[src/inc/epbs_pkg.sv]
// Register map, field positions, timing counts and types of the bridge PWM unit
package epbs_pkg;
  // Register byte offsets
  localparam logic [7:0] A_COUNT = 8'h00;
  localparam logic [7:0] A_LIMIT = 8'h04;
  localparam logic [7:0] A_TCTL = 8'h08;
  localparam logic [7:0] A_DUTY = 8'h0c;
  localparam logic [7:0] A_SHADOW = 8'h10;
  localparam logic [7:0] A_MODE = 8'h14;
  localparam logic [7:0] A_SDCTL = 8'h18;
  localparam logic [7:0] A_DBCFG = 8'h1c;
  localparam logic [7:0] A_FLAGS = 8'h20;
  localparam logic [7:0] A_MASK = 8'h24;
  localparam logic [7:0] A_DIR = 8'h28;
  localparam logic [7:0] A_CLK = 8'h2c;
  // Field positions
  localparam int F_PRE = 0;
  localparam int F_RUN = 2;
  localparam int F_POL_BD = 0;
  localparam int F_POL_AC = 1;
  localparam int F_PWM = 2;
  localparam int F_DC = 4;
  localparam int F_CFG = 6;
  localparam int F_PBD = 0;
  localparam int F_PAC = 2;
  localparam int F_SRC = 4;
  localparam int F_SDA = 7;
  localparam int F_RST = 7;
  localparam int F_PTF = 1;
  localparam int F_OSF = 7;
  // Reset values
  localparam logic [7:0] RV_ZERO = 8'h00;
  localparam logic [7:0] RV_LIMIT = 8'hff;
  localparam logic [3:0] RV_DIR = 4'hf;
  localparam logic [6:0] RV_TCTL = 7'h00;
  // Timing: base ticks per instruction cycle and per timer step
  localparam logic [1:0] TCY_LAST = 2'h3;
  localparam logic [5:0] PRE_LAST_1 = 6'h03;
  localparam logic [5:0] PRE_LAST_4 = 6'h0f;
  localparam logic [5:0] PRE_LAST_16 = 6'h3f;
  localparam logic [1:0] RESP_OKAY = 2'h0;
  localparam logic [1:0] RESP_SLVERR = 2'h2;

  typedef enum logic [1:0] {
    CFG_SINGLE = 2'b00, CFG_FWD = 2'b01, CFG_HALF = 2'b10, CFG_REV = 2'b11
  } epbs_cfg_t;
  typedef enum logic [1:0] {
    PM_RUN = 2'b00, PM_PIDLE = 2'b01, PM_LOWP = 2'b10, PM_SLEEP = 2'b11
  } epbs_pmode_t;
  typedef enum logic [1:0] {
    CS_PRI = 2'b00, CS_LOWP = 2'b01, CS_RC = 2'b10, CS_NONE = 2'b11
  } epbs_csrc_t;
  typedef struct packed {logic ext; logic cmp2; logic cmp1;} epbs_trip_t;
  typedef struct packed {logic [3:0] val; logic [3:0] oe;} epbs_pins_t;
endpackage
[src/design/epbs_clk_tick.sv]
// Clock source selection and base tick of the period timer
`timescale 1ns/10ps
module epbs_clk_tick import epbs_pkg::*; #(
  parameter logic [7:0] LP_DIV = 8'h08,
  parameter logic [7:0] RC_DIV = 8'h04
) (
  input wire logic aclk,
  input wire logic aresetn,
  input wire epbs_pmode_t pmode,
  input wire logic failover,
  output epbs_csrc_t src,
  output logic base_tick
);
  epbs_csrc_t next_src;
  logic [7:0] cnt;
  logic [7:0] last;

  always_comb begin
    if (pmode == PM_SLEEP) begin
      next_src = CS_NONE;
    end else if (failover) begin
      next_src = CS_RC;
    end else if (pmode == PM_LOWP) begin
      next_src = CS_LOWP;
    end else begin
      next_src = CS_PRI;
    end
  end

  assign last = (next_src == CS_LOWP) ? LP_DIV - 8'h01 : RC_DIV - 8'h01;

  always_ff @(posedge aclk) begin
    if (!aresetn) begin
      src <= CS_PRI;
      cnt <= RV_ZERO;
      base_tick <= 1'b0;
    end else begin
      src <= next_src;
      base_tick <= (next_src == CS_PRI) || ((next_src == CS_LOWP || next_src == CS_RC) && cnt == last);
      if (next_src == CS_PRI || next_src == CS_NONE || cnt == last) begin
        cnt <= RV_ZERO;
      end else begin
        cnt <= cnt + 8'h01;
      end
    end
  end

  a_idle_full_rate: assert property (@(posedge aclk) disable iff (!aresetn)
    (pmode == PM_PIDLE && !failover) |=> base_tick)
    else $error("primary idle lost a base tick");
  a_lowp_divided: assert property (@(posedge aclk) disable iff (!aresetn)
    (base_tick && src == CS_LOWP && pmode == PM_LOWP && !failover) |=> !base_tick)
    else $error("low power clock not divided");
endmodule

[src/design/epbs_top.sv]
// Enhanced bridge PWM unit with period timer, shutdown and register slave
// Contract
// - Mode bits 1:0 set per-pair output polarity
// - Period flag sets as second period begins
// - Duty comes from low byte plus bits 5:4
// - Half bridge deadband from config bits 6:0
// - Shutdown-active flag lives at shutdown bit 7
// - Auto-restart enable is config bit 7
// - Sleep freezes timer and state, pins hold
// - Primary idle keeps full-rate PWM clock
// - Other low-power modes clock timer differently
// - Clock failure switches to RC, sets flag
// - Reset forces inputs and register reset values
// - Source field: 0 off, OR of three
// - Shutdown drives each pair low, high, tristate
//
// Design decisions made here: the AXI4-Lite slave port and the register offsets.
`timescale 1ns/10ps
module epbs_top import epbs_pkg::*; #(
  parameter logic [7:0] LP_DIV = 8'h08,
  parameter logic [7:0] RC_DIV = 8'h04
) (
  input wire logic aclk,
  input wire logic aresetn,
  input wire logic awvalid,
  output logic awready,
  input wire logic [7:0] awaddr,
  input wire logic wvalid,
  output logic wready,
  input wire logic [31:0] wdata,
  input wire logic [3:0] wstrb,
  output logic bvalid,
  input wire logic bready,
  output logic [1:0] bresp,
  input wire logic arvalid,
  output logic arready,
  input wire logic [7:0] araddr,
  output logic rvalid,
  input wire logic rready,
  output logic [31:0] rdata,
  output logic [1:0] rresp,
  input wire epbs_pmode_t pmode,
  input wire logic fail_safe_enable,
  input wire logic clock_fail,
  input wire epbs_trip_t trip,
  output epbs_pins_t pins,
  output logic irq,
  output epbs_csrc_t clock_source
);
  function automatic logic mapped(input logic [7:0] a);
    mapped = (a[1:0] == 2'b00) && (a <= A_CLK);
  endfunction

  // Bus slave state
  logic aw_full, w_full, wr, wsel;
  logic [7:0] wa, wd;
  logic ws;
  logic [7:0] rd_word;

  // Unit registers
  logic [7:0] count, limit, duty_lo, shadow_hi, mode_ctl, db_cfg, flags, mask;
  logic [6:0] tctl, sd_cfg;
  logic [1:0] shadow_fine;
  logic [3:0] dir;
  logic sd_flag, live, failover;

  // Pin synchronisers
  logic [4:0] sy1, sy2;
  epbs_trip_t trip_s;
  logic fs_s, fail_s;

  // Timer and waveform
  logic base_tick, run, adv, step, wrap, pwm_on, raw, prev_raw, hold, sd_now, osf_ev;
  logic [5:0] sub, sub_last;
  logic [1:0] fine;
  logic [6:0] db_cnt;
  logic a_on, b_on;
  logic [3:0] act, pv, po;
  epbs_cfg_t cfg;

  assign awready = !aw_full;
  assign wready = !w_full;
  assign arready = !rvalid;
  assign wr = aw_full && w_full && !bvalid;
  assign wsel = wr && ws;

  always_ff @(posedge aclk) begin
    if (!aresetn) begin
      aw_full <= 1'b0;
      w_full <= 1'b0;
      bvalid <= 1'b0;
      bresp <= RESP_OKAY;
      wa <= RV_ZERO;
      wd <= RV_ZERO;
      ws <= 1'b0;
    end else begin
      if (awvalid && awready) begin
        aw_full <= 1'b1;
        wa <= awaddr;
      end
      if (wvalid && wready) begin
        w_full <= 1'b1;
        wd <= wdata[7:0];
        ws <= wstrb[0];
      end
      if (wr) begin
        aw_full <= 1'b0;
        w_full <= 1'b0;
        bvalid <= 1'b1;
        bresp <= mapped(wa) ? RESP_OKAY : RESP_SLVERR;
      end else if (bvalid && bready) begin
        bvalid <= 1'b0;
      end
    end
  end

  always_comb begin
    case (araddr)
      A_COUNT: rd_word = count;
      A_LIMIT: rd_word = limit;
      A_TCTL: rd_word = {1'b0, tctl};
      A_DUTY: rd_word = duty_lo;
      A_SHADOW: rd_word = shadow_hi;
      A_MODE: rd_word = mode_ctl;
      A_SDCTL: rd_word = {sd_flag, sd_cfg};
      A_DBCFG: rd_word = db_cfg;
      A_FLAGS: rd_word = flags;
      A_MASK: rd_word = mask;
      A_DIR: rd_word = {4'h0, dir};
      A_CLK: rd_word = {5'h00, failover, clock_source};
      default: rd_word = RV_ZERO;
    endcase
  end

  always_ff @(posedge aclk) begin
    if (!aresetn) begin
      rvalid <= 1'b0;
      rdata <= 32'h0000_0000;
      rresp <= RESP_OKAY;
    end else if (arvalid && arready) begin
      rvalid <= 1'b1;
      rdata <= {24'h00_0000, rd_word};
      rresp <= mapped(araddr) ? RESP_OKAY : RESP_SLVERR;
    end else if (rvalid && rready) begin
      rvalid <= 1'b0;
    end
  end

  // Control registers; all return to reset values on any reset
  always_ff @(posedge aclk) begin
    if (!aresetn) begin
      limit <= RV_LIMIT;
      tctl <= RV_TCTL;
      duty_lo <= RV_ZERO;
      mode_ctl <= RV_ZERO;
      sd_cfg <= RV_TCTL;
      db_cfg <= RV_ZERO;
      mask <= RV_ZERO;
      dir <= RV_DIR;
    end else if (wsel) begin
      if (wa == A_LIMIT) limit <= wd;
      if (wa == A_TCTL) tctl <= wd[6:0];
      if (wa == A_DUTY) duty_lo <= wd;
      if (wa == A_MODE) mode_ctl <= wd;
      if (wa == A_SDCTL) sd_cfg <= wd[6:0];
      if (wa == A_DBCFG) db_cfg <= wd;
      if (wa == A_MASK) mask <= wd;
      if (wa == A_DIR) dir <= wd[3:0];
    end
  end

  // Two flops on the trip, clock_fail and fail_safe_enable inputs before use
  always_ff @(posedge aclk) begin
    if (!aresetn) begin
      sy1 <= 5'h00;
      sy2 <= 5'h00;
    end else begin
      sy1 <= {fail_safe_enable, clock_fail, trip};
      sy2 <= sy1;
    end
  end
  assign trip_s = epbs_trip_t'(sy2[2:0]);
  assign fail_s = sy2[3];
  assign fs_s = sy2[4];

  epbs_clk_tick #(
    .LP_DIV(LP_DIV),
    .RC_DIV(RC_DIV)
  ) u_tick (
    .aclk(aclk),
    .aresetn(aresetn),
    .pmode(pmode),
    .failover(failover),
    .src(clock_source),
    .base_tick(base_tick)
  );

  // Failover is sticky until reset, as the primary clock is not trusted again
  assign osf_ev = fs_s && fail_s && !failover;
  always_ff @(posedge aclk) begin
    if (!aresetn) begin
      failover <= 1'b0;
    end else if (osf_ev) begin
      failover <= 1'b1;
    end
  end

  // Timer prescale also picks which sub bits extend the count for duty
  always_comb begin
    case (tctl[F_PRE +: 2])
      2'b00: begin
        sub_last = PRE_LAST_1;
        fine = sub[1:0];
      end
      2'b01: begin
        sub_last = PRE_LAST_4;
        fine = sub[3:2];
      end
      default: begin
        sub_last = PRE_LAST_16;
        fine = sub[5:4];
      end
    endcase
  end

  assign run = tctl[F_RUN];
  assign adv = base_tick && run;
  assign step = adv && (sub == sub_last);
  assign wrap = step && (count == limit);

  always_ff @(posedge aclk) begin
    if (!aresetn) begin
      sub <= 6'h00;
      count <= RV_ZERO;
    end else begin
      if (!run) begin
        sub <= 6'h00;
      end else if (adv) begin
        sub <= (sub == sub_last) ? 6'h00 : sub + 6'h01;
      end
      if (wsel && wa == A_COUNT) begin
        count <= wd;
      end else if (step) begin
        count <= wrap ? RV_ZERO : count + 8'h01;
      end
    end
  end

  // Duty is double buffered so a period never sees a torn value
  always_ff @(posedge aclk) begin
    if (!aresetn) begin
      shadow_hi <= RV_ZERO;
      shadow_fine <= 2'b00;
    end else if (wrap) begin
      shadow_hi <= duty_lo;
      shadow_fine <= mode_ctl[F_DC +: 2];
    end
  end

  // Flags: bit 1 period, bit 7 oscillator fail; a set beats a clearing write
  always_ff @(posedge aclk) begin
    if (!aresetn) begin
      flags <= RV_ZERO;
    end else begin
      flags[F_PTF] <= wrap || (flags[F_PTF] && !(wsel && wa == A_FLAGS && wd[F_PTF]));
      flags[F_OSF] <= osf_ev || (flags[F_OSF] && !(wsel && wa == A_FLAGS && wd[F_OSF]));
    end
  end
  assign irq = |(flags & mask);

  // Shutdown sources are ORed by the select field; zero disables
  assign sd_now = |(sd_cfg[F_SRC +: 3] & {trip_s.ext, trip_s.cmp2, trip_s.cmp1});

  always_ff @(posedge aclk) begin
    if (!aresetn) begin
      sd_flag <= 1'b0;
    end else if (sd_now) begin
      sd_flag <= 1'b1;
    end else if (wsel && wa == A_SDCTL) begin
      sd_flag <= wd[F_SDA];
    end else if (db_cfg[F_RST]) begin
      sd_flag <= 1'b0;
    end
  end

  // Release waits for a period start unless the last one passed with no shutdown; a shutdown within one period releases at once
  always_ff @(posedge aclk) begin
    if (!aresetn) begin
      live <= 1'b0;
    end else if (wrap) begin
      live <= !sd_flag;
    end
  end

  assign pwm_on = (mode_ctl[F_PWM +: 2] == 2'b11);
  assign cfg = epbs_cfg_t'(mode_ctl[F_CFG +: 2]);
  assign raw = pwm_on && ({shadow_hi, shadow_fine} > {count, fine});
  assign hold = pwm_on && (sd_flag || sd_now || !live);

  // Deadband delays only the inactive-to-active edge, in instruction cycles
  always_ff @(posedge aclk) begin
    if (!aresetn) begin
      prev_raw <= 1'b0;
      db_cnt <= RV_TCTL;
    end else begin
      prev_raw <= raw;
      if (raw != prev_raw) begin
        db_cnt <= db_cfg[6:0];
      end else if (adv && sub[1:0] == TCY_LAST && db_cnt != 7'h00) begin
        db_cnt <= db_cnt - 7'h01;
      end
    end
  end
  assign a_on = raw && prev_raw && (db_cnt == 7'h00);
  assign b_on = !raw && !prev_raw && (db_cnt == 7'h00);

  always_comb begin
    case (cfg)
      CFG_SINGLE: act = {3'b000, raw};
      CFG_FWD: act = {raw, 2'b00, 1'b1};
      CFG_HALF: act = {2'b00, b_on, a_on};
      CFG_REV: act = {1'b0, 1'b1, raw, 1'b0};
      default: act = 4'h0;
    endcase
  end

  // Index 0 and 2 form pair A/C, index 1 and 3 pair B/D
  for (genvar i = 0; i < 4; i++) begin : g_pin
    localparam int SD = (i % 2 == 0) ? F_PAC : F_PBD;
    localparam int PL = (i % 2 == 0) ? F_POL_AC : F_POL_BD;
    always_ff @(posedge aclk) begin
      if (!aresetn) begin
        pv[i] <= 1'b0;
        po[i] <= 1'b0;
      end else begin
        pv[i] <= hold ? sd_cfg[SD] : (pwm_on && (act[i] ^ mode_ctl[PL]));
        po[i] <= !dir[i] && !(hold && sd_cfg[SD + 1]);
      end
    end
  end
  assign pins = '{val: pv, oe: po};

  a_pol_fwd_ac: assert property (@(posedge aclk) disable iff (!aresetn)
    (pwm_on && !hold && cfg == CFG_FWD) |=> pv[0] == !$past(mode_ctl[F_POL_AC]))
    else $error("pair A/C polarity wrong");
  a_period_flag: assert property (@(posedge aclk) disable iff (!aresetn)
    wrap |=> flags[F_PTF])
    else $error("period flag missed at period start");
  a_duty_latch: assert property (@(posedge aclk) disable iff (!aresetn)
    wrap |=> shadow_hi == $past(duty_lo) && shadow_fine == $past(mode_ctl[F_DC +: 2]))
    else $error("duty not latched at period start");
  a_deadband_delay: assert property (@(posedge aclk) disable iff (!aresetn)
    (cfg == CFG_HALF && raw && !prev_raw && db_cfg[6:0] != 7'h00) |-> !a_on ##1 !a_on)
    else $error("deadband not applied");
  a_auto_restart: assert property (@(posedge aclk) disable iff (!aresetn)
    (sd_flag && !sd_now && db_cfg[F_RST] && !(wsel && wa == A_SDCTL)) |=> !sd_flag)
    else $error("auto restart did not clear shutdown");
  a_ext_source: assert property (@(posedge aclk) disable iff (!aresetn)
    (trip_s.ext && sd_cfg[F_SRC + 2]) |=> sd_flag)
    else $error("external source did not shut down");
  a_sleep_frozen: assert property (@(posedge aclk) disable iff (!aresetn)
    (pmode == PM_SLEEP)[*2] ##0 !(wsel && wa == A_COUNT) |=> $stable(count))
    else $error("timer moved in sleep");
  a_failover_flag: assert property (@(posedge aclk) disable iff (!aresetn)
    osf_ev |=> failover && flags[F_OSF] ##1 clock_source != CS_PRI)
    else $error("clock failure not handled");
  a_reset_inputs: assert property (@(posedge aclk)
    !aresetn |=> po == 4'h0 && dir == RV_DIR && mode_ctl == RV_ZERO)
    else $error("reset state wrong");
  a_sd_pair_ac: assert property (@(posedge aclk) disable iff (!aresetn)
    (hold && !sd_cfg[F_PAC + 1]) |=> pv[0] == $past(sd_cfg[F_PAC]) && pv[2] == $past(sd_cfg[F_PAC]))
    else $error("pair A/C shutdown level wrong");
endmodule

[config.mk]
export PLATFORM = sky130hd
export DESIGN_NAME = epbs_top
export DESIGN_NICKNAME = d
export VERILOG_FILES = /design/src/inc/epbs_pkg.sv /design/src/design/epbs_clk_tick.sv /design/src/design/epbs_top.sv
export SDC_FILE = /design/constraint.sdc
export NUM_CORES = 1
export LEC_CHECK = 0
export BUFFER_PORTS_ARGS = -buffer_cell sky130_fd_sc_hd__buf_2
export CAP_MARGIN = 20
export CORE_MARGIN = 5
export CORE_UTILIZATION = 52
export DETAILED_ROUTE_END_ITERATION = 7
export PLACE_DENSITY = 0.74
export SLEW_MARGIN = 20
export SYNTH_ARGS = -nofsm -noshare
export SYNTH_HDL_FRONTEND = slang
export SYNTH_SLANG_ARGS = --single-unit
[constraint.sdc]
create_clock -name aclk -period 3.6 [get_ports aclk]
set_input_delay 0.72 -clock aclk [delete_from_list [all_inputs] [get_ports aclk]]
set_output_delay 0.72 -clock aclk [all_outputs]
set_load 0.01 [all_outputs]
# Word-level counts from Yosys, hierarchy flattened
# Index checks and enable logic that the tools add are counted.
[word_totals]
elab_cells = 210
output_inout_bits = 52
register_bits = 157
[classes]
add_sub_neg = 4
n_mux = 27
magnitude_cmp = 3
n_reduce_logical = 93
n_eq_ne = 35
bitwise_logic = 7
[ops]
columns = ["operator", "count"]
rows = [
  ["case mux 8 bit (12 select lines)", 1],
  ["equality test 8 x 5 -> 1 bit, second input constant", 7],
  ["equality test 8 x 6 -> 1 bit, second input constant", 7],
  ["logical AND 1 bit", 41],
  ["equality test 8 x 4 -> 1 bit, second input constant", 4],
  ["two-way mux 8 bit", 3],
  ["AND reduction 2 bit", 9],
  ["logical NOT 1 bit", 17],
  ["adder 8 x 1 -> 8 bit, second input constant", 2],
  ["equality test 2 bit, second input constant", 8],
  ["equality test 8 x 3 -> 1 bit, second input constant", 2],
  ["equality test 8 bit", 2],
  ["<= comparator 8 x 6 -> 1 bit, second input constant", 2],
  ["logical NOT 8 bit", 2],
  ["case mux 4 bit (4 select lines)", 1],
  ["two-way mux 7 bit", 2],
  ["two-way mux 1 bit", 12],
  ["case mux 6 bit (2 select lines)", 1],
  ["greater-than comparator 10 bit", 1],
  ["logical NOT 2 bit", 5],
  ["bitwise AND 8 bit", 1],
  ["logical OR 1 bit", 8],
  ["two-way mux 2 bit", 4],
  ["nonzero test 2 bit", 4],
  ["17 further kinds", 23],
]

# Longest topological paths before layout
[depth]
word_depth = 11
depth_mapped = 15
ltp_nobuf = 14

# By module
# A second synthesis with hierarchy kept.
[hier_totals]
cells_unflattened = 833
hier_area_um2 = 7542.2
[by_module_without_submodules]
columns = ["mod", "instances", "cells_per_inst", "area_each_um2"]
rows = [
  ["epbs_top", 1, 781, 7066.8],
  ["epbs_clk_tick", 1, 52, 475.5],
]

# Least setup slack after synthesis
# Ideal clock, no wire load.
[synth_timing]
path_kind = "reg-to-reg"
startpoint = "reg count[3]"
endpoint = "reg pv[0], in the netlist pins[4]"
path_slack_ns = 1.103
synth_period_minus_slack_ns = 2.497
path_buffers = 0
required_ns = 3.483
path_stages_with_launch = 12
arrival_ns = 2.379
setup_time_ns = 0.117
cell_sequence = "dfxtp_1 -> inv_1 -> ha_1 -> a21oi_1 -> o21ai_0 -> a2111oi_2 -> nor2_1 -> ha_1 -> a31oi_1 -> o31ai_1 -> xor2_1 -> a32o_1"
[synth_between]
elab_chain_cells = 8
[synth_lines]
columns = ["element", "line_no", "source"]
rows = [
  ["start, declared", "epbs_top.sv:61", "logic [7:0] count, limit, duty_lo, shadow_hi, mode_ctl, db_cfg, flags, mask;"],
  ["start signal, assigned", "epbs_top.sv:242", "count <= wd;"],
  ["start signal, assigned", "epbs_top.sv:244", "count <= wrap ? RV_ZERO : count + 8'h01;"],
  ["greater-than comparator 10 bit *", "epbs_top.sv:297", "assign raw = pwm_on && ({shadow_hi, shadow_fine} > {count, fine});"],
  ["logical AND 1 bit *", "epbs_top.sv:297", ""],
  ["named net raw", "epbs_top.sv:73", "logic base_tick, run, adv, step, wrap, pwm_on, raw, prev_raw, hold, sd_now, osf_ev;"],
  ["logical AND 1 bit (2 in a row)", "epbs_top.sv:314", "assign a_on = raw && prev_raw && (db_cnt == 7'h00);"],
  ["case mux 4 bit (4 select lines) *", "epbs_top.sv:318", "case (cfg)"],
  ["XOR 1 bit *", "epbs_top.sv:336", "pv[i] <= hold ? sd_cfg[SD] : (pwm_on && (act[i] ^ mode_ctl[PL]));"],
  ["logical AND 1 bit *", "epbs_top.sv:336", ""],
  ["two-way mux 1 bit *", "epbs_top.sv:336", ""],
  ["end signal, assigned by index", "epbs_top.sv:336", ""],
  ["end, declared", "epbs_top.sv:78", "logic [3:0] act, pv, po;"],
]
# The timed path passes the listed nets; every way through them passes the cells marked *.
# A chain may end at the register's enable or synchronous reset.

# Worst setup path in the final report
[layout_timing]
startpoint = "reg tctl[0]"
endpoint = "reg pv[0], in the netlist pins[4]"
[layout_between]
elab_chain_cells = 10
elab_cells_between_ends = 11
[layout_lines]
columns = ["element", "line_no", "source"]
rows = [
  ["start, declared", "epbs_top.sv:62", "logic [6:0] tctl, sd_cfg;"],
  ["start signal, assigned", "epbs_top.sv:162", "if (wa == A_TCTL) tctl <= wd[6:0];"],
  ["equality test 2 x 1 -> 1 bit / logical NOT 2 bit (equally long branches)", "epbs_top.sv:210", "case (tctl[F_PRE +: 2])"],
  ["case mux 2 bit (2 select lines) *", "epbs_top.sv:210", ""],
  ["greater-than comparator 10 bit *", "epbs_top.sv:297", ""],
  ["logical AND 1 bit *", "epbs_top.sv:297", ""],
  ["named net raw", "epbs_top.sv:73", ""],
  ["logical AND 1 bit (2 in a row)", "epbs_top.sv:314", ""],
  ["case mux 4 bit (4 select lines) *", "epbs_top.sv:318", ""],
  ["XOR 1 bit *", "epbs_top.sv:336", ""],
  ["logical AND 1 bit *", "epbs_top.sv:336", ""],
  ["two-way mux 1 bit *", "epbs_top.sv:336", ""],
]
# Marked as above.

==> out/summary.txt <==
status -> completed
switching part of the total -> 24.5%
gr usage total -> 21.4%
Final #Nets -> 975
final setup skew -> 0.00725 ns
synthesized cell area -> 0.00767 sq mm
total CTS buffers -> 17
period utilisation layout -> 84.3%
GPL Wtd Cong -> 0.887
Post-DRT Antenna Nets -> 0
P_leak -> 3.61 nW
# DRC -> 0
Starting Density -> 53.0%
Initial DRT Pass Iterations -> 5
count of input and output buffers -> 64
crit path max fanout -> 6
PwrDens -> 443 mW/mm^2
initial antenna violation count -> 1
final hold vios -> 0
Die W -> 131 um
first-pass GRT wire length -> 30.0 mm
predominant post-synthesis flop cell -> dfxtp_1
Critical Path AT -> 3.35 ns
area leader, netlist -> dfxtp_1
CP cell instances -> mux2i_1 > nor2_1 > a21oi_1 > ha_1 > nand2b_1 > a211oi_1 > a2111oi_2 > nor2_1 > ha_1 > a31oi_1 > o31ai_1 > xor2_1 > a32o_1
Final setup viols -> 0
Clk pwr share -> 47.2%
hold_ws -> 0.433 ns
setup_tns -> 0 ns
Final Routed Wirelength -> 18.7 mm
I/O Pins -> 118
Critical-path top delay cell -> dfxtp_1
Syn Inst Count -> 852
Iteration-0 DRC Markers -> 565
full die area -> 0.0173 sq mm
via count -> 6,118
Least-Margin Pin Slew -> 0.882 ns
critical path type -> flip-flop to flip-flop
CTS HTree Levels -> 4
hold buffers post-CTS -> 0
Setup Buffers After CTS -> 0
Switch Pwr -> 0.927 mW
CTS tree -> built
sequential power share -> 47.1%
peak supply drop -> 395 uV
largest net degree at the start of global routing -> 64
antenna cell count -> 0
clock tree buffer depth -> 2
Final HPWL DP -> 13.1 mm
die height -> 131 um
synth warn -> 0
total internal power -> 2.86 mW
clock root buffer -> clkbuf_16
hold crit path type -> flip-flop to flip-flop
Setup crit start kind -> flip-flop
PostCTS Resize Cnt -> 0
vias in the first global route -> 5,704
Avg Inst Size Synth -> 9.00 sq um
CP required -> 3.92 ns
Filler cells -> 1,302
Fmax -> 330 MHz
CORE AREA -> 0.0145 sq mm
logic gate share of total power -> 5.7%
fraction of layout cells with a size suffix above 1 -> 16.1%
Slew Limit Fails -> 0
Worst setup EP type -> flip-flop
synth top area cells -> dfxtp_1 40%, mux2i_1 8.0%, nor2b_1 4.9%
total grt overflow -> 0
post-layout minimum cycle time -> 3.03 ns
FF+latch count, synth -> 155
WL/cell -> 17.1 um
Max transition margin -> 41.1%
MaxCap Viol Count -> 0
clk sink count -> 155
row count -> 44
CP max stage delay -> 0.49 ns
Via density -> 5.61
EDFF count, synth -> 0
RSZ-0062 raised after global routing -> false
P&R area growth vs syn -> 11.5%
worst-skew pair later-pin latency -> 0.42 ns
Post-synth ARST share -> 0%
Cell variety after synth -> 71
Clock transition at path regs -> 0.06 ns
top cell type's share of synthesized area -> 40.5%
sequential fraction of the synthesis area -> 40.5%
## metrics by stage
stage	total power, mW	setup WS [ns]	instances	utilization (%)	area, sq um
floorplan	1.98	1.10	877	-	7760
global placement	2.03	0.679	1058	55.0	7970
detailed placement	2.03	0.577	1058	55.0	7970
CTS	3.81	0.549	1090	59.1	8560
global route	3.92	0.353	1090	59.1	8560
finish	3.79	0.567	1090	59.1	8560
## sequential cells by signal, indices dropped and copies added, names as in the netlist, 4 cells and up
name,cells
mask,8
limit,8
duty_lo,8
wa,8
dir,4
rdata,8
u_tick.cnt,8
wd,8
shadow_hi,8
mode_ctl,8
sy2,5
sy1,5
pins,8
sub,6
db_cfg,8
count,8
tctl,7
db_cnt,7
sd_cfg,7
## path summary, 6_finish.rpt
| check | startpoint | to | slack (ns) | cells past startpoint |
|---|---|---|---|---|
| worst min register to register | sy1[0]$_SDFF_PN0_ | sy2[0]$_SDFF_PN0_ | 0.43 | 1 |
| worst max-delay path | tctl[0]$_SDFFE_PN0P_ | pins[4]$_SDFF_PN0_ | 0.57 | 13 |
| worst max register to register | tctl[0]$_SDFFE_PN0P_ | pins[4]$_SDFF_PN0_ | 0.57 | 13 |
| worst min-delay path | sy1[0]$_SDFF_PN0_ | sy2[0]$_SDFF_PN0_ | 0.43 | 1 |
## worst max-delay path, delay by kind of cell, from the launching register on
kind | cells | cell delay [ns]
xor+xnor | 1 | 0.16
simple gates | 3 | 0.28
fa+ha+maj | 2 | 0.52
mux | 1 | 0.23
flops | 1 | 0.49
compound gates | 6 | 1.25
## Yosys cell counts, drive strengths merged, types with 4 or more instances
library cell / number
buf: 47
and3: 7
a21oi: 24
inv: 26
nand4: 4
a21boi: 26
mux2: 5
o21ai: 41
nor2: 47
dfxtp: 155
mux4: 7
nor3: 10
nand3b: 6
a211oi: 4
a31oi: 10
mux2i: 61
a22o: 4
nand2: 99
nor4: 7
nor2b: 60
and2: 17
xnor2: 7
nor3b: 6
xor2: 21
nand3: 59
ha: 16
clkbuf: 28
a32o: 4
## cell type report
cell class | count | area [sq um] | share of cell area (%)
multi-input combinational | 621 | 4140 | 48.4
timing repair buffer | 72 | 395 | 4.62
tap | 184 | 230 | 2.69
clock inverter | 15 | 165 | 1.93
clock buffer | 17 | 425 | 4.97
sequential | 155 | 3100 | 36.3
inverter | 26 | 97.6 | 1.14
## power groups by stage
stage	Clock, mW	Sequential, mW	Combinational, mW
6_report	1.79	1.79	0.214
5_1_grt	1.90	1.79	0.236
4_1_cts	1.81	1.78	0.213
3_5_place_dp	0	1.82	0.212
3_3_place_gp	0	1.82	0.209
2_1_floorplan	0	1.80	0.188
## per-layer routing
layer | vias up | part of all wire (%) | global-route usage [%]
met5 | - | 0.070 | 0
li1 | 2990 | - | -
met2 | 220 | 45 | 32.5
met1 | 2878 | 45 | 29.5
met4 | 2 | 1.8 | 6.17
met3 | 28 | 8.3 | 6.77
## cells in the final DEF (no fill, tap or decap), drive strengths merged, types with 21 or more instances in the layout
master,n
a21boi,26
buf,72
xor2,21
a21oi,24
inv,31
nand2,99
nor2,47
mux2i,61
dfxtp,155
nand3,59
conb,26
o21ai,41
nor2b,60
## cell families after synthesis
family                   after synthesis  synth area share, %
adder cells (fa/ha/maj)               16                 2.61
other                                  1               0.0489
multiplexers                          73                 10.7
AND/OR/NAND/NOR                      335                 23.5
AO/OA/AOI/OAI                        143                 12.7
XOR/XNOR                              28                 3.20
buffers and inverters                101                 6.80
flip-flops                           155                 40.5
No activity file was read; power rests on OpenSTA's default activity.
